[src/serial_port_pkg.sv]
`default_nettype none

package serial_port_pkg;

  // ----------------------------------------------------------------
  // Register offsets
  // ----------------------------------------------------------------
  localparam int ADDR_BITS = 13;
  localparam logic [12:0] ADDR_SERIAL_CONFIG = 13'h000;
  localparam logic [12:0] ADDR_VARIANT_IDENTIFIER = 13'h003;
  localparam logic [12:0] ADDR_READBACK_BANK_SELECT = 13'h004;
  localparam logic [12:0] ADDR_POWER_DOWN_AND_SYNC = 13'h230;
  localparam logic [12:0] ADDR_SYSTEM_RESERVED = 13'h231;
  localparam logic [12:0] ADDR_UPDATE_STROBE = 13'h232;

  // ----------------------------------------------------------------
  // Field positions
  // ----------------------------------------------------------------
  localparam int CFG_UNIDIR_BIT = 0;
  localparam int CFG_LSB_FIRST_BIT = 1;
  localparam int CFG_SOFT_RESET_BIT = 2;
  localparam int CFG_LONG_INSTR_BIT = 3;
  localparam int READBACK_ACTIVE_BIT = 0;
  localparam int PS_SOFT_SYNC_BIT = 0;
  localparam int PS_PD_DIST_REF_BIT = 1;
  localparam int PS_PD_SYNC_BIT = 2;
  localparam int PS_WIDTH = 3;
  localparam int UPDATE_BIT = 0;
  localparam int INSTR_READ_BIT = 15;
  localparam int INSTR_LEN_HI_BIT = 14;
  localparam int INSTR_LEN_LO_BIT = 13;

  // ----------------------------------------------------------------
  // Reset values and counts
  // ----------------------------------------------------------------
  localparam logic [7:0] CFG_RESET = 8'h18;
  localparam logic [2:0] PS_RESET = 3'h0;
  localparam logic READBACK_RESET = 1'b0;
  localparam logic [3:0] INSTR_LAST_BIT = 4'hf;
  localparam logic [3:0] BYTE_LAST_BIT = 4'h7;

  typedef enum logic [1:0] {
    ST_INSTR = 2'b00,
    ST_WRITE = 2'b01,
    ST_READ = 2'b10,
    ST_DONE = 2'b11
  } frame_state_t;

endpackage

`default_nettype wire

[src/serial_port_config_and_system_regs.sv]
`default_nettype none

module serial_port_config_and_system_regs
  #(
  parameter logic [7:0] VARIANT_ID = 8'h5a  // Arbitrary value
) (
  input wire logic clock,
  input wire logic resetn,
  input wire logic serial_clock,
  input wire logic chip_select_n,
  input wire logic sdio_in,
  output logic sdio_out,
  output logic sdio_oe,
  output logic serial_data_out,
  output logic serial_data_out_oe,
  output logic soft_sync,
  output logic power_down_distribution_ref,
  output logic power_down_sync
);

  import serial_port_pkg::*;

  // ----------------------------------------------------------------
  // State
  // ----------------------------------------------------------------
  typedef struct packed {
    frame_state_t state;
    logic sclk_prev;
    logic [3:0] bit_cnt;
    logic [15:0] instr_shift;
    logic [7:0] data_shift;
    logic [12:0] addr;
    logic [1:0] bytes_left;
    logic streaming;
    logic load_pending;
    logic soft_reset;
    logic lsb_first;
    logic unidirectional_select;
    logic readback_active;
    logic sdio_out;
    logic sdio_oe;
    logic serial_data_out;
    logic serial_data_out_oe;
  } port_state_t;

  port_state_t r_reg;
  port_state_t r_next;

  // ----------------------------------------------------------------
  // Reset state
  // ----------------------------------------------------------------
  localparam port_state_t RESET_STATE = '{
    state: ST_INSTR,
    sclk_prev: 1'b0,
    bit_cnt: 4'h0,
    instr_shift: 16'h0000,
    data_shift: 8'h00,
    addr: 13'h0000,
    bytes_left: 2'b00,
    streaming: 1'b0,
    load_pending: 1'b0,
    soft_reset: CFG_RESET[CFG_SOFT_RESET_BIT],
    lsb_first: CFG_RESET[CFG_LSB_FIRST_BIT],
    unidirectional_select: CFG_RESET[CFG_UNIDIR_BIT],
    readback_active: READBACK_RESET,
    sdio_out: 1'b0,
    sdio_oe: 1'b0,
    serial_data_out: 1'b0,
    serial_data_out_oe: 1'b0
  };

  logic rise;
  logic fall;
  logic [15:0] word;
  logic [7:0] data_byte;
  logic ps_write;
  logic [PS_WIDTH-1:0] ps_data;
  logic update_all;
  logic [PS_WIDTH-1:0] ps_buffered;
  logic [PS_WIDTH-1:0] ps_active;

  // ----------------------------------------------------------------
  // Helpers
  // ----------------------------------------------------------------
  function automatic logic [7:0] rev8(input logic [7:0] v);
    logic [7:0] o;
    for (int i = 0; i < 8; i++) begin
      o[i] = v[7-i];
    end
    return o;
  endfunction

  function automatic logic [15:0] rev16(input logic [15:0] v);
    return {rev8(v[7:0]), rev8(v[15:8])};
  endfunction

  function automatic logic [3:0] bump(input logic [3:0] cnt);
    return cnt + 4'h1;
  endfunction

  // Upper nibble is the reversed lower nibble
  function automatic logic [7:0] mirror_config(input logic [3:0] low);
    return {low[0], low[1], low[2], low[3], low};
  endfunction

  // ----------------------------------------------------------------
  // Register readback
  // ----------------------------------------------------------------

  function automatic logic [7:0] read_byte(input port_state_t s, input logic [PS_WIDTH-1:0] buf_q,
                                           input logic [PS_WIDTH-1:0] act_q);
    logic [3:0] low;
    logic [7:0] o;
    low = {1'b1, s.soft_reset, s.lsb_first, s.unidirectional_select};
    o = 8'h00;
    case (s.addr)
      ADDR_SERIAL_CONFIG: o = mirror_config(low);
      ADDR_VARIANT_IDENTIFIER: o = VARIANT_ID;
      ADDR_READBACK_BANK_SELECT: o = {7'h00, s.readback_active};
      ADDR_POWER_DOWN_AND_SYNC: o = {5'h00, s.readback_active ? act_q : buf_q};
      default: o = 8'h00;
    endcase
    return o;
  endfunction

  // Address step and byte accounting after each data byte
  function automatic port_state_t end_of_byte(input port_state_t s, input port_state_t n_in);
    port_state_t n;
    n = n_in;
    n.bit_cnt = 4'h0;
    n.addr = s.lsb_first ? s.addr + 13'h0001 : s.addr - 13'h0001;
    if (!s.streaming && s.bytes_left == 2'b00) begin
      n.state = ST_DONE;
    end else if (!s.streaming) begin
      n.bytes_left = s.bytes_left - 2'b01;
    end
    return n;
  endfunction

  // ----------------------------------------------------------------
  // Serial clock edges
  // ----------------------------------------------------------------
  assign rise = serial_clock & ~r_reg.sclk_prev;
  assign fall = ~serial_clock & r_reg.sclk_prev;

  // ----------------------------------------------------------------
  // Serial frame engine
  // ----------------------------------------------------------------
  always_comb begin
    r_next = r_reg;
    word = 16'h0000;
    data_byte = 8'h00;
    ps_write = 1'b0;
    ps_data = '0;
    update_all = 1'b0;
    r_next.sclk_prev = serial_clock;
    if (r_reg.soft_reset) begin
      r_next.lsb_first = CFG_RESET[CFG_LSB_FIRST_BIT];
      r_next.unidirectional_select = CFG_RESET[CFG_UNIDIR_BIT];
      r_next.readback_active = READBACK_RESET;
    end
    if (chip_select_n) begin
      r_next.state = ST_INSTR;
      r_next.bit_cnt = 4'h0;
      r_next.load_pending = 1'b0;
      r_next.sdio_oe = 1'b0;
      r_next.serial_data_out_oe = 1'b0;
    end else begin
      case (r_reg.state)
        ST_INSTR: begin
          if (rise) begin
            word = {r_reg.instr_shift[14:0], sdio_in};
            r_next.instr_shift = word;
            r_next.bit_cnt = bump(r_reg.bit_cnt);
            if (r_reg.bit_cnt == INSTR_LAST_BIT) begin
              if (r_reg.lsb_first) begin
                word = rev16(word);
              end
              r_next.addr = word[ADDR_BITS-1:0];
              r_next.bytes_left = word[INSTR_LEN_HI_BIT:INSTR_LEN_LO_BIT];
              r_next.streaming = &word[INSTR_LEN_HI_BIT:INSTR_LEN_LO_BIT];
              r_next.bit_cnt = 4'h0;
              r_next.load_pending = word[INSTR_READ_BIT];
              r_next.state = word[INSTR_READ_BIT] ? ST_READ : ST_WRITE;
            end
          end
        end
        ST_WRITE: begin
          if (rise) begin
            data_byte = {r_reg.data_shift[6:0], sdio_in};
            r_next.data_shift = data_byte;
            r_next.bit_cnt = bump(r_reg.bit_cnt);
            if (r_reg.bit_cnt == BYTE_LAST_BIT) begin
              if (r_reg.lsb_first) begin
                data_byte = rev8(data_byte);
              end
              case (r_reg.addr)
                ADDR_SERIAL_CONFIG: begin
                  r_next.soft_reset = data_byte[CFG_SOFT_RESET_BIT];
                  r_next.lsb_first = data_byte[CFG_LSB_FIRST_BIT];
                  r_next.unidirectional_select = data_byte[CFG_UNIDIR_BIT];
                end
                ADDR_READBACK_BANK_SELECT: r_next.readback_active = data_byte[READBACK_ACTIVE_BIT];
                ADDR_POWER_DOWN_AND_SYNC: begin
                  ps_write = 1'b1;
                  ps_data = data_byte[PS_WIDTH-1:0];
                end
                ADDR_UPDATE_STROBE: update_all = data_byte[UPDATE_BIT];
                default: ;
              endcase
              r_next = end_of_byte(r_reg, r_next);
            end
          end
        end
        ST_READ: begin
          if (fall) begin
            if (r_reg.load_pending) begin
              data_byte = read_byte(r_reg, ps_buffered, ps_active);
              if (r_reg.lsb_first) begin
                data_byte = rev8(data_byte);
              end
              r_next.load_pending = 1'b0;
            end else begin
              data_byte = r_reg.data_shift;
            end
            r_next.sdio_out = data_byte[7];
            r_next.serial_data_out = data_byte[7];
            r_next.data_shift = {data_byte[6:0], 1'b0};
            r_next.sdio_oe = ~r_reg.unidirectional_select;
            r_next.serial_data_out_oe = r_reg.unidirectional_select;
          end
          if (rise) begin
            r_next.bit_cnt = bump(r_reg.bit_cnt);
            if (r_reg.bit_cnt == BYTE_LAST_BIT) begin
              r_next = end_of_byte(r_reg, r_next);
              r_next.load_pending = 1'b1;
            end
          end
        end
        ST_DONE: begin
          r_next.sdio_oe = 1'b0;
          r_next.serial_data_out_oe = 1'b0;
        end
        default: r_next.state = ST_INSTR;
      endcase
    end
  end

  // ----------------------------------------------------------------
  // State register
  // ----------------------------------------------------------------
  always_ff @(posedge clock) begin
    if (!resetn) begin
      r_reg <= RESET_STATE;
    end else begin
      r_reg <= r_next;
    end
  end

  // ----------------------------------------------------------------
  // Power-down and sync register, buffered and active
  // ----------------------------------------------------------------
  // buffered and active banks
  staged_register #(
    .WIDTH(PS_WIDTH),
    .RESET_VALUE(PS_RESET)
  ) u_power_sync (
    .clock(clock),
    .resetn(resetn),
    .soft_reset(r_reg.soft_reset),
    .write_en(ps_write),
    .write_data(ps_data),
    .update(update_all),
    .buffered_q(ps_buffered),
    .active_q(ps_active)
  );

  // ----------------------------------------------------------------
  // Output pins
  // ----------------------------------------------------------------
  assign sdio_out = r_reg.sdio_out;
  assign sdio_oe = r_reg.sdio_oe;
  assign serial_data_out = r_reg.serial_data_out;
  assign serial_data_out_oe = r_reg.serial_data_out_oe;
  assign soft_sync = ps_active[PS_SOFT_SYNC_BIT];
  assign power_down_distribution_ref = ps_active[PS_PD_DIST_REF_BIT];
  assign power_down_sync = ps_active[PS_PD_SYNC_BIT];

endmodule

`default_nettype wire

[src/staged_register.sv]
`default_nettype none

module staged_register #(
  parameter int WIDTH = 3,
  parameter logic [WIDTH-1:0] RESET_VALUE = '0
) (
  input wire logic clock,
  input wire logic resetn,
  input wire logic soft_reset,
  input wire logic write_en,
  input wire logic [WIDTH-1:0] write_data,
  input wire logic update,
  output logic [WIDTH-1:0] buffered_q,
  output logic [WIDTH-1:0] active_q
);

  typedef struct packed {
    logic [WIDTH-1:0] buffered;
    logic [WIDTH-1:0] active;
  } staged_t;

  staged_t r_reg;
  staged_t r_next;

  if (WIDTH < 1) begin : g_width_check
    $error("staged_register width must be at least one");
  end

  always_comb begin
    r_next = r_reg;
    if (write_en) begin
      r_next.buffered = write_data;
    end
    if (update) begin
      r_next.active = r_reg.buffered;
    end
    if (soft_reset) begin
      r_next.buffered = RESET_VALUE;
      r_next.active = RESET_VALUE;
    end
  end

  always_ff @(posedge clock) begin
    if (!resetn) begin
      r_reg <= '{buffered: RESET_VALUE, active: RESET_VALUE};
    end else begin
      r_reg <= r_next;
    end
  end

  assign buffered_q = r_reg.buffered;
  assign active_q = r_reg.active;

endmodule

`default_nettype wire

[config.mk]
export PLATFORM = sky130hd
export DESIGN_NAME = serial_port_config_and_system_regs
export DESIGN_NICKNAME = d
export VERILOG_FILES = /design/src/serial_port_pkg.sv /design/src/serial_port_config_and_system_regs.sv /design/src/staged_register.sv
export SDC_FILE = /design/constraint.sdc
export NUM_CORES = 1
export LEC_CHECK = 0
export BUFFER_PORTS_ARGS = -buffer_cell sky130_fd_sc_hd__buf_2
export CAP_MARGIN = 30
export CORE_MARGIN = 2
export CORE_UTILIZATION = 47
export DETAILED_ROUTE_END_ITERATION = 7
export SYNTH_ARGS = -nofsm -noshare
export SYNTH_HDL_FRONTEND = slang
export SYNTH_SLANG_ARGS = --single-unit
[constraint.sdc]
create_clock -name clock -period 5.4 [get_ports clock]
set_input_delay 0.27 -clock clock [delete_from_list [all_inputs] [get_ports clock]]
set_output_delay 0.27 -clock clock [all_outputs]
set_load 0.02 [all_outputs]
Word level (Yosys, flattened, before mapping)
Index checks and enable logic that the tools add are counted.

word-level totals
  flip-flop bits (word level) = 61
  latch bits = 0
  RAM bits = 0
  ROM bits = 0
  input bits = 5
  output and inout bits = 7
  word-level logic and storage cells = 127
  memories kept = 0

cells by class
  add/subtract/negate cells = 4
  multipliers = 0
  div/mod/pow operators = 0
  magnitude comparators = 0
  equal/unequal tests = 15
  shifts and indexed selects = 0
  mux-type cells = 58
  bitwise operators = 9
  reduce and logical (&&, ||, !) cells = 22

operators by type and width
  cell                                                                   count
  56-bit two-way mux                                                     4
  16-bit two-way mux                                                     5
  20-bit one-hot mux with 3 select lines                                 1
  17-bit one-hot mux with 3 select lines                                 1
  17-bit two-way mux                                                     2
  8-bit two-way mux                                                      4
  8-bit one-hot mux with 4 select lines                                  1
  3-bit two-way mux                                                      9
  13-bit by 10-bit == test with 1-bit output (second input constant)     2
  20-bit two-way mux                                                     1
  8-bit one-hot mux with 2 select lines                                  1
  13-bit by 1-bit adder with 13-bit output (second input constant)       1
  13-bit by 2-bit == test with 1-bit output (second input constant)      1
  13-bit by 3-bit == test with 1-bit output (second input constant)      1
  13-bit logical NOT                                                     1
  1-bit two-way mux                                                      13
  13-bit two-way mux                                                     1
  13-bit by 1-bit subtractor with 13-bit output (second input constant)  1
  2-bit two-way mux                                                      6
  4-bit two-way mux                                                      3
  2-bit inequality test (second input constant)                          6
  6-bit AND reduction                                                    2
  5-bit one-hot mux with 2 select lines                                  1
  4-bit AND reduction                                                    2
  other kinds (22)                                                       38

Depth between registers and ports, before layout
Gate-level depths: netlist (run 1).

  depth after elaboration = 10
  mapped depth = 9
  mapped depth without buffers = 8

Modules after synthesis
From an unflattened synthesis (run 1), not the netlist that was laid out.

second synthesis, totals
  cell total of the unflattened synthesis = 486
  area, all modules = 3973.8 sq um

modules (own cells, without submodules)
  module                              times used  cells an instance  area each (sq um)
  serial_port_config_and_system_regs  1           467                3764.9
  staged_register                     1           19                 209.0

Worst setup path before layout (run 1)
OpenSTA, ideal clock, no wires.

  path kind = reg2reg
  from = register r_reg[6] in the netlist's numbering
  to = register r_reg[20] in the netlist's numbering
  setup time = 0.122 ns
  arrival time = 2.471 ns
  required time = 5.278 ns
  setup slack = 2.807 ns
  stages on the path, launching flop included = 10
  buffers on the path = 1
  period minus slack after synthesis = 2.593 ns
  cell sequence = dfxtp_1 clkbuf_1 inv_1 ha_1 nor2b_1 o31a_1 or2_2 a31o_2 a211oi_1 a21oi_1

between the ends
  word-level cells in the longest chain between the ends = 8

RTL lines
  what                                        RTL line                                   text
  from (decl)                                 serial_port_config_and_system_regs.sv:46   port_state_t r_reg;
  from (signal assigned)                      serial_port_config_and_system_regs.sv:256  r_reg <= r_next;
  16-bit two-way mux                          serial_port_config_and_system_regs.sv:176  if (r_reg.lsb_first) begin
  16-bit two-way mux                          serial_port_config_and_system_regs.sv:175  if (r_reg.bit_cnt == INSTR_LAST_BIT) begin
  16-bit two-way mux                          serial_port_config_and_system_regs.sv:171  if (rise) begin
  16-bit two-way mux                          serial_port_config_and_system_regs.sv:169  case (r_reg.state)
  16-bit two-way mux                          serial_port_config_and_system_regs.sv:162  if (chip_select_n) begin
  17-bit two-way mux                          serial_port_config_and_system_regs.sv:175
  17-bit two-way mux                          serial_port_config_and_system_regs.sv:171
  17-bit one-hot mux with 3 select lines (*)  serial_port_config_and_system_regs.sv:169

Every way passes the cells marked *; elsewhere a longest branch is shown, timed or not. The select of a mux whose other input is x is not followed.
A chain may end at the register's enable or synchronous reset.

Final worst setup path (run 1)
  from = register r_reg[6] in the netlist's numbering
  to = register r_reg[24] in the netlist's numbering

Same word-level chain as after synthesis.

==> reports/qor_table.md, run 1 <==
| Result | This run |
|---|---|
| Post-Synthesis Net Count | 493 |
| Most frequent CP cell | a31oi_1 |
| Horiz. Die Dim | 94.9 um |
| Share of power burned in combinational logic | 3.1% |
| Post-layout util | 52.4% |
| Via count of the first global-routing pass | 3230 |
| Sequential share of power | 46.7% |
| Number of max-cap violations | 0 |
| Clock-pin slew on the worst setup and hold paths | 0.08 ns |
| Register bit total from synthesis | 61 |
| Worst slew margin relative to its limit | 39.7% |
| Worst Setup End Kind | register |
| Effective utilization at floorplan | 48.0% |
| Post-Syn Area per Cell | 8.26 sq um |
| Area leader, netlist | dfxtp_1 |
| Clock latency reported for the late side of the worst-skew pair | 0.36 ns |
| Hold Crit Depth | 2 |
| Initial antenna violation count | 0 |
| Commonest cells after routing, fill and taps aside | 61 x dfxtp_1, 42 x o21ai_0, 42 x mux2i_1 |
| Chip Height | 94.9 um |
| Clock Sinks | 61 |
| Overall die area | 9000 sq um |
| Count of pins over their slew limit | 0 |
| Number of nets still failing antenna checks after routing | 0 |
| Root buffer cell | clkbuf_8 |
| Number of violations reported at the end of detailed-routing iteration 0 | 152 |
| Worst min-delay path class | in -> reg |
| Fraction of layout cells with a size suffix above 1 | 10.8% |
| Antenna Diode Count | 0 |
| Path depth of the worst reg2reg path | 9 |
| Transition at the pin with the smallest max-transition slack | 0.905 ns |
| NumNets Final | 492 |
| Cell-by-cell trace of the critical path | buf_4, inv_1, ha_1, nor2b_1, o31a_1, or2_2, a31oi_1, mux2i_1, a31oi_1 |
| Final-report hold violation count | 0 |
| DR vias | 3449 |
| H-Tree Depth | 3 |
| Vias per cell | 5.97 |
| Routability congestion estimate from global placement | 0.867 |
| Placed Instance Area | 4010 sq um |
| Area contributors post-synth | dfxtp_1 31%, mux2i_1 11%, ha_1 5.5%, o21ai_0 5.4%, nor2b_1 4.2% |
| FFs w/ async S/R, synth | 0% |
| Setup repair after global routing missed its margin | false |
| TritonCTS clock tree | yes |
| Arr. time, crit path | 3.19 ns |
| Global-route wire length before repair | 16100 um |
| Data required time at the worst endpoint | 5.63 ns |
| Total core area | 8090 sq um |
| Maximum fanout along the worst path | 27 |
| Post-synth cell types | 62 |
| Maximum number of pins on one net before global-route repair | 48 |
| Final WL | 9640 um |
| Number of flip-flops in the largest register | 51 |
| Number of ports placed on the die boundary | 12 |
| Count of standard-cell rows | 33 |
| Post-detailed-placement half-perimeter wirelength | 6710 um |
| Number of instances resized during post-cts repair | 0 |
| Post-route cell area | 4240 sq um |
| Outcome | complete, no violations |
| Avg WL per Cell | 16.7 um |
| Most common cell after layout, fill and taps aside | dfxtp_1 |
| Input/output buffers | 11 |
| DRC violation count after routing | 0 |
| Area growth syn-to-layout | 9.28% |
| Count of hold-fix buffers inserted at cts | 0 |
| Number of buffers inserted during clock tree synthesis | 9 |
| Netlist area before placement | 3880 sq um |
| Endpoints failing setup | 0 |
| Bufs and invs on worst path | 2 |
| Largest stage delay, worst path | 0.45 ns |
| Most used flip-flop cell after synthesis | dfxtp_1 |
| Setup Total Neg Slack | 0 ns |
| Total of warnings raised by yosys | 0 |
| Internal Pwr Total | 756 uW |
| Power density over the cells | 228 nW/um^2 |
| Max Clock Freq | 0.338 GHz |
| Setup Skew | 0.0162 ns |
| Number of flops mapped to enable cells by yosys | 0 |
| Crit path time final | 2.96 ns |
| Leakage power total | 0.00159 uW |
| Crit path depth | 9 |
| Maximum root-to-sink buffer count | 2 |
| Top delay family on crit path | buffers and inverters |
| Global router's overall resource usage | 23.2% |
| Power spent charging and discharging nets | 213 uW |
| Part of the total power dissipated in the clock network | 50.2% |
| Post-synthesis instance total | 470 |
| Total congestion overflow after global routing | 0 |
| Fin crit share | 54.9% |
| Switching Fraction | 22.0% |
| Post-synth top area share | 31.5% |
| Post-CTS setup buffer count | 0 |
| Sequential element share of the synthesized area | 31.5% |
| Maximum ir drop on the vdd rail | 134 uV |
| Startpoint types | register |
| Critical-path cell with the highest stage delay | ha_1 |
| Critical setup path kind | reg -> reg |
| Number of search-and-repair iterations in the first detailed-routing pass | 4 |
==> synth_stat cells, drive strengths merged, types with 9 or more instances <==
cell type	instances
nor2	37
a21oi	29
nand3	16
nor3	9
dfxtp	61
clkbuf	21
inv	17
a31oi	10
mux2i	42
nand2	25
o21ai	43
ha	17
nor2b	26
==> power groups by stage <==
| stage | clock, uW | combinational, uW | sequential (uW) |
|---|---|---|---|
| 6_report | 487 | 30.0 | 452 |
| 5_1_grt | 513 | 32.6 | 452 |
| 4_1_cts | 495 | 30.1 | 452 |
| 3_5_place_dp | 0 | 30.0 | 463 |
| 3_3_place_gp | 0 | 29.8 | 463 |
| 2_1_floorplan | 0 | 22.1 | 462 |
==> final timing paths <==
| kind | from | slack [ns] | to |
|---|---|---|---|
| max reg2reg | r_reg[6] | 2.44 | r_reg[24] |
| min | serial_clock | 0.18 | r_reg[53] |
| max | r_reg[6] | 2.44 | r_reg[24] |
| min reg2reg | r_reg[11] | 0.47 | r_reg[11] |
==> layer usage <==
layer / vias to the layer above / wire, um / global-route usage, % / share of wire (%)
li1: 1726 / - / - / -
met1: 1610 / 4380 / 29.7 / 45
met2: 92 / 4610 / 37.6 / 48
met3: 21 / 371 / 3.83 / 3.8
met4: 0 / 275 / 11.8 / 2.9
met5: - / 0 / 0 / 0
==> layout make-up <==
class                           instances  area [sq um]
Multi-Input combinational cell        365          2510
Timing Repair Buffer                   15          85.1
Clock inverter                          3          67.6
Clock buffer                           12           165
Fill cell                             814          3850
Tap cell                              105           131
Inverter                               17          63.8
Sequential cell                        61          1220
==> metrics by stage <==
stage               setup WS (ns)  instances  hold WS (ns)  total power [uW]
CTS                          2.45        578         0.174               978
finish                       2.44        578         0.180               969
global placement             2.55        563         0.458               492
detailed placement           2.46        563         0.460               493
global route                 2.22        578         0.188               998
floorplan                    2.81        470         0.392               484
==> cells by family after synthesis <==
group | share of synthesized area (%)
multiplexers | 12.3
AND/OR/NAND/NOR | 21.7
AO/OA/AOI/OAI | 23.1
XOR/XNOR | 1.13
flip-flops | 31.5
adder cells (fa/ha/maj) | 5.99
buffers and inverters | 4.38
Note: power is estimated with default switching activity, not from simulation.
==> inputs of run 2 (changes only) <==
--- a/config.mk
+++ b/config.mk
@@ -5,6 +5,7 @@
 export SDC_FILE = /design/constraint.sdc
 export NUM_CORES = 1
 export LEC_CHECK = 0
+export ABC_AREA = 1
 export BUFFER_PORTS_ARGS = -buffer_cell sky130_fd_sc_hd__buf_2
 export CAP_MARGIN = 30
 export CORE_MARGIN = 2
==> constraint.sdc (replaced) <==
create_clock -name clock -period 2.84 [get_ports clock]
set_input_delay 0.142 -clock clock [delete_from_list [all_inputs] [get_ports clock]]
set_output_delay 0.142 -clock clock [all_outputs]
set_load 0.02 [all_outputs]
==> run 2 against run 1 <==
Combinational power rose to 2.9 times the previous value. Largest cell class unchanged. Critical path depth fell by 1. Sequential share of layout area rose by 0.20 points. Critical path type unchanged. Critical endpoint is now r_reg[55]. Total power rose by 69%. Final cell count rose by 25%. Synthesized area rose by 1.3%.
==> reports/qor_table.md, run 2 <==
| Result | This run |
|---|---|
| FILL cells | 848 |
| Clock Sinks | 61 |
| Area growth syn-to-layout | 7.19% |
| Initial antenna violation count | 0 |
| Count of standard-cell rows | 33 |
| Path depth of the worst reg2reg path | 8 |
| Area contributors post-synth | dfxtp_1 31%, nand2_1 12%, a21oi_1 9.8%, o21ai_0 9.5%, nor2_1 6.7% |
| Netlist area before placement | 3930 sq um |
| Worst slew margin relative to its limit | 61.0% |
| Leakage power total | 0.00183 uW |
| Input/output buffers | 11 |
| Avg WL per Cell | 14.1 um |
| Top cells by instance count after synthesis | 121 x nand2_1, 77 x a21oi_1, 75 x o21ai_0 |
| Global-route wire length before repair | 17100 um |
| Routability congestion estimate from global placement | 0.873 |
| Critical setup path kind | reg -> reg |
| Post-synth cell types | 43 |
| Root buffer cell | clkbuf_8 |
| Commonest cells after routing, fill and taps aside | 121 x nand2_1, 77 x a21oi_1, 75 x o21ai_0 |
| Critical Path End | r_reg[55] |
| NumNets Final | 638 |
| Post-synth top area share | 31.1% |
| Worst Hold Margin | 0.0146 ns |
| Setup repair after global routing missed its margin | false |
| Startpoint types | register |
| Maximum number of pins on one net before global-route repair | 34 |
| Number of violations reported at the end of detailed-routing iteration 0 | 276 |
| Global router's overall resource usage | 23.9% |
| Total core area | 8180 sq um |
| Horiz. Die Dim | 95.5 um |
| Chip Height | 95.5 um |
| Number of ports placed on the die boundary | 12 |
| Fin crit share | 85.7% |
| Post-route cell area | 4210 sq um |
| FFs w/ async S/R, synth | 0% |
| Worst r2r src | r_reg[54] |
| Worst Setup End Kind | register |
| Register bit total from synthesis | 61 |
| Maximum ir drop on the vdd rail | 404 uV |
| Sequential element share of the synthesized area | 31.1% |
| Post-Syn Area per Cell | 6.47 sq um |
| TritonCTS clock tree | yes |
| Fraction of layout cells with a size suffix above 1 | 6.77% |
| Number of flops mapped to enable cells by yosys | 0 |
| Post-synthesis instance total | 608 |
| Clock latency reported for the late side of the worst-skew pair | 0.34 ns |
| Vias per cell | 5.54 |
| DRC violation count after routing | 0 |
| Post-detailed-placement half-perimeter wirelength | 7570 um |
| Total congestion overflow after global routing | 0 |
| Maximum root-to-sink buffer count | 2 |
| Most common cell after layout, fill and taps aside | nand2_1 |
| Final-report hold violation count | 0 |
| Setup Skew | 0.0150 ns |
| Power density over the cells | 388 nW/um^2 |
| Via count of the first global-routing pass | 3603 |
| Reg-to-reg slack, setup | 0.41 ns |
| Endpoints failing setup | 0 |
| Most used flip-flop cell after synthesis | dfxtp_1 |
| Number of max-cap violations | 0 |
| Setup Total Neg Slack | 0 ns |
| Overall die area | 9110 sq um |
| Endpoint of the worst-slack reg-to-reg timing path | r_reg[55] |
| Max Clock Freq | 0.411 GHz |
| Maximum fanout along the worst path | 15 |
| Effective utilization at floorplan | 48.1% |
| Area leader, netlist | dfxtp_1 |
| Count of pins over their slew limit | 0 |
| Number of nets still failing antenna checks after routing | 0 |
| Worst min-delay path class | in -> reg |
| Crit path time final | 2.43 ns |
| Data required time at the worst endpoint | 3.08 ns |
| Clock-pin slew on the worst setup and hold paths | 0.07 ns |
| Count leader, synth | nand2_1 |
| Transition at the pin with the smallest max-transition slack | 0.584 ns |
| Post-Synthesis Net Count | 631 |
| Antenna Diode Count | 0 |
| Post-CTS setup buffer count | 0 |
| Outcome | complete, no violations |
| Number of search-and-repair iterations in the first detailed-routing pass | 4 |
| Number of buffers inserted during clock tree synthesis | 9 |
| Placed Instance Area | 4060 sq um |
| Number of flip-flops in the largest register | 51 |
| Startpoint of the worst setup timing path | r_reg[54] |
| Final WL | 10200 um |
| H-Tree Depth | 3 |
| DR vias | 4018 |
| Number of instances resized during post-cts repair | 0 |
| Total of warnings raised by yosys | 0 |
| Arr. time, crit path | 2.67 ns |
| Count of hold-fix buffers inserted at cts | 0 |
==> run 2: power breakdown <==
part,leakage (uW),total (uW),switching (uW),internal [uW]
Clock,0.0000829,669,358,311
Combinational,0.00125,86.9,61.3,25.6
Sequential,0.000494,881,10.6,870
Total,0.00183,1640,430,1210
==> run 2: how the worst min path moves through the flow <==
| stage | cells after the start | slack, ns | endpoint | start |
|---|---|---|---|---|
| after floorplan | 2 | 0.24 | r_reg[53] | serial_clock |
| after global placement | 3 | 0.36 | r_reg[53] | serial_clock |
| after detailed placement | 3 | 0.37 | r_reg[53] | serial_clock |
| after CTS | 3 | 0.003 | r_reg[53] | serial_clock |
| after global routing | 3 | 0.02 | r_reg[53] | serial_clock |
| final | 3 | 0.01 | r_reg[53] | serial_clock |
==> run 2: area by class of cell <==
| cell class | instances | area [sq um] | area share (%) |
|---|---|---|---|
| Sequential cell | 61 | 1220 | 29.0 |
| Clock inverter | 5 | 27.5 | 0.653 |
| Tap cell | 105 | 131 | 3.12 |
| Clock buffer | 11 | 131 | 3.12 |
| Multi-Input combinational cell | 456 | 2340 | 55.5 |
| Inverter | 72 | 278 | 6.59 |
| Timing Repair Buffer | 15 | 85.1 | 2.02 |
==> run 2: worst max-delay path: stages, from the launching register on <==
cell and delay [ns]:
dfxtp_1 0.35, inv_1 0.11, ha_1 0.41, clkinv_4 0.22, nand2_4 0.12, nand4_1 0.36, inv_1 0.39, nand2_1 0.10
a221oi_1 0.29
==> run 2: logic make-up after synthesis <==
logic type / after synthesis / share of synthesized area [%]
buffers and inverters: 91 / 9.42
flip-flops: 61 / 31.1
multiplexers: 1 / 0.255
AND/OR/NAND/NOR: 254 / 28.0
AO/OA/AOI/OAI: 178 / 24.2
XOR/XNOR: 5 / 1.11
adder cells (fa/ha/maj): 18 / 5.92
==> run 2: per-layer routing <==
| layer | share of wire (%) | vias up | global-route usage [%] |
|---|---|---|---|
| li1 | - | 2060 | - |
| met1 | 51 | 1835 | 34.7 |
| met2 | 42 | 112 | 36.4 |
| met3 | 5.6 | 11 | 4.19 |
| met4 | 1.3 | 0 | 6.90 |
| met5 | 0 | - | 0 |
==> run 2: through the flow <==
step,cells,setup WS [ns],total power [uW],utilization [%]
6_report,725,0.406,1640,51.5
5_1_grt,725,0.143,1700,51.5
4_1_cts,725,0.408,1650,51.5
3_5_place_dp,709,0.424,986,49.6
3_3_place_gp,709,0.568,986,49.6
2_1_floorplan,608,0.563,958,-
==> inputs of run 3 (changes only) <==
--- a/config.mk
+++ b/config.mk
@@ -8,9 +8,14 @@
 export ABC_AREA = 1
 export BUFFER_PORTS_ARGS = -buffer_cell sky130_fd_sc_hd__buf_2
 export CAP_MARGIN = 30
+export CELL_PAD_IN_SITES_DETAIL_PLACEMENT = 0
+export CELL_PAD_IN_SITES_GLOBAL_PLACEMENT = 1
 export CORE_MARGIN = 2
-export CORE_UTILIZATION = 47
+export CORE_UTILIZATION = 45
 export DETAILED_ROUTE_END_ITERATION = 7
+export PLACE_DENSITY_LB_ADDON = 0.1
+export RECOVER_POWER = 100
+export SKIP_CTS_REPAIR_TIMING = 1
 export SYNTH_ARGS = -nofsm -noshare
 export SYNTH_HDL_FRONTEND = slang
 export SYNTH_SLANG_ARGS = --single-unit
==> run 3 against run 2 <==
Clock-buffer cell count fell by 2. Die area rose by 4.3%. Via count fell by 1.2%. Core utilization fell by 2.4 points. Critical endpoint is now r_reg[21]. Hold slack got worse by 0.010 ns. Final area rose by 0.21%. Total power rose by 7.7%. Largest power group unchanged. Setup slack got worse by 0.067 ns. Global-route usage fell by 0.95 points. Non-clock buffer count fell by 1. Sequential share of layout area fell by 0.060 points.
==> reports/qor_table.md, run 3 (synthesized netlist as in run 2, its figures left out) <==
| Result | This run |
|---|---|
| M2 GR Usage | 33.4% |
| Startpoint types | register |
| Fin crit share | 88.1% |
| Root buffer cell | clkbuf_8 |
| DR vias | 3968 |
| Commonest cells after routing, fill and taps aside | 122 x nand2_1, 77 x a21oi_1, 75 x o21ai_0 |
| Post-detailed-placement half-perimeter wirelength | 7810 um |
| End of the worst hold path | r_reg[53] |
| Area growth syn-to-layout | 7.42% |
| Most common cell after layout, fill and taps aside | nand2_1 |
| Endpoints failing setup | 0 |
| Internal Pwr Total | 1300 uW |
| FILL cells | 931 |
| Initial antenna violation count | 0 |
| Avg WL per Cell | 14.5 um |
| Maximum ir drop on the vdd rail | 245 uV |
| Number of nets still failing antenna checks after routing | 0 |
| Hold Crit Depth | 3 |
| Number of search-and-repair iterations in the first detailed-routing pass | 5 |
| Setup Skew | 0.0116 ns |
| Worst Setup End Kind | register |
| H-Tree Depth | 3 |
| Chip Height | 97.5 um |
| Maximum root-to-sink buffer count | 2 |
| Startpoint of the worst setup timing path | r_reg[54] |
| Number of max-cap violations | 0 |
| Count of standard-cell rows | 34 |
| Power density over the cells | 417 nW/um^2 |
| Count of pins over their slew limit | 0 |
| Vias per cell | 5.46 |
| Antenna Diode Count | 0 |
| Crit path time final | 2.50 ns |
| Met3 Usage GRT | 3.74% |
| Routability congestion estimate from global placement | 0.886 |
| Maximum number of pins on one net before global-route repair | 35 |
| Clock-pin slew on the worst setup and hold paths | 0.07 ns |
| Transition at the pin with the smallest max-transition slack | 1.23 ns |
| Number of violations reported at the end of detailed-routing iteration 0 | 254 |
| Setup repair after global routing missed its margin | false |
| Max Clock Freq | 0.400 GHz |
| Path depth of the worst reg2reg path | 12 |
| Critical setup path kind | reg -> reg |
| Switching Fraction | 26.1% |
| Sequential share of power | 50.0% |
| Beginning of the worst hold path | serial_clock |
| Global-route wire length before repair | 17800 um |
| Clock Sinks | 61 |
| Total core area | 8590 sq um |
| Input/output buffers | 11 |
| Data required time at the worst endpoint | 3.07 ns |
| Maximum fanout along the worst path | 17 |
| Worst slew margin relative to its limit | 18.2% |
| Endpoint of the worst-slack reg-to-reg timing path | r_reg[21] |
| Clock latency reported for the late side of the worst-skew pair | 0.36 ns |
| Number of buffers inserted during clock tree synthesis | 9 |
| Part of the total power dissipated in the clock network | 45.2% |
| Share of power burned in combinational logic | 4.8% |
| Reg-to-reg slack, setup | 0.34 ns |
| Horiz. Die Dim | 97.5 um |
| Power spent charging and discharging nets | 460 uW |
| DRC violation count after routing | 0 |
| Global router's overall resource usage | 23.0% |
| Number of ports placed on the die boundary | 12 |
| GR met1 Demand/Resource | 35.0% |
| Fraction of layout cells with a size suffix above 1 | 5.49% |
| Overall die area | 9500 sq um |
| Final WL | 10500 um |
| Setup Total Neg Slack | 0 ns |
| NumNets Final | 637 |
| Via count of the first global-routing pass | 3564 |
| Overall power of the completed layout | 1760 uW |
| Outcome | complete, no violations |
| Effective utilization at floorplan | 45.7% |
| TritonCTS clock tree | yes |
| Leakage power total | 0.00178 uW |
| Final-report hold violation count | 0 |
| Worst min-delay path class | in -> reg |
| Worst r2r src | r_reg[54] |
| Total congestion overflow after global routing | 0 |
| Number of flip-flops in the largest register | 51 |
| Arr. time, crit path | 2.73 ns |
| GRT Max-Usage Layer | met1 |
[run 3: cell types whose count changed in the layout (fill, tap and decap cells not counted), moves of 3 or more]
cell / delta
buf_2: -8
clkbuf_1: +6
clkinv_2: -3
clkinv_4: +3
[run 3: per-layer routing]
metal,share of wire (%),vias to the layer above
met1,53,1829
met5,0,-
met2,42,73
met3,4.0,12
met4,1.2,0
li1,-,2054
[run 3: final cells by class]
type                            count  area, sq um  area share, %
Multi-Input combinational cell    456         2320           55.0
Sequential cell                    61         1220           28.9
Inverter                           72          275           6.52
Tap cell                          108          135           3.20
Clock buffer                        9          124           2.93
Clock inverter                      7         76.3           1.81
Timing Repair Buffer               14         67.6           1.60
[run 3: critical path: stages, from the launching register on]
cell      delay (ns)
dfxtp_1         0.39
inv_1           0.10
ha_1            0.34
clkinv_4        0.18
nand2_4         0.07
nand2_1         0.08
nand2_2         0.06
nor2_2          0.25
nand3_4         0.15
nor2_4          0.32
inv_2           0.20
nor2_1          0.16
a21oi_1         0.09
[run 3: how the worst max path moves through the flow]
stage          slack [ns]   endpoint  depth (start not counted)
5_1_grt              0.07  r_reg[12]                         12
3_3_place_gp         0.54   r_reg[9]                          8
6_report             0.34  r_reg[21]                         12
3_5_place_dp         0.44   r_reg[9]                          8
4_1_cts              0.42   r_reg[9]                          8
2_1_floorplan        0.56  r_reg[20]                         10
[run 3: power groups by stage]
stage / combinational (uW) / sequential [uW] / clock, uW
floorplan: 61.1 / 897 / 0
global placement: 85.4 / 900 / 0
detailed placement: 85.8 / 900 / 0
CTS: 86.7 / 880 / 817
global route: 98.4 / 882 / 862
finish: 85.4 / 880 / 796
[run 3: through the flow]
stage	setup slack, ns	hold WS [ns]	instances	area (sq um)	util (%)
final	0.339	0.00413	727	4220	49.1
after global routing	0.0745	0.00912	727	4220	49.1
after CTS	0.418	-0.00909	727	4250	49.5
after detailed placement	0.438	0.366	711	4050	47.1
after global placement	0.542	0.355	711	4050	47.1
after floorplan	0.563	0.235	608	3930	-
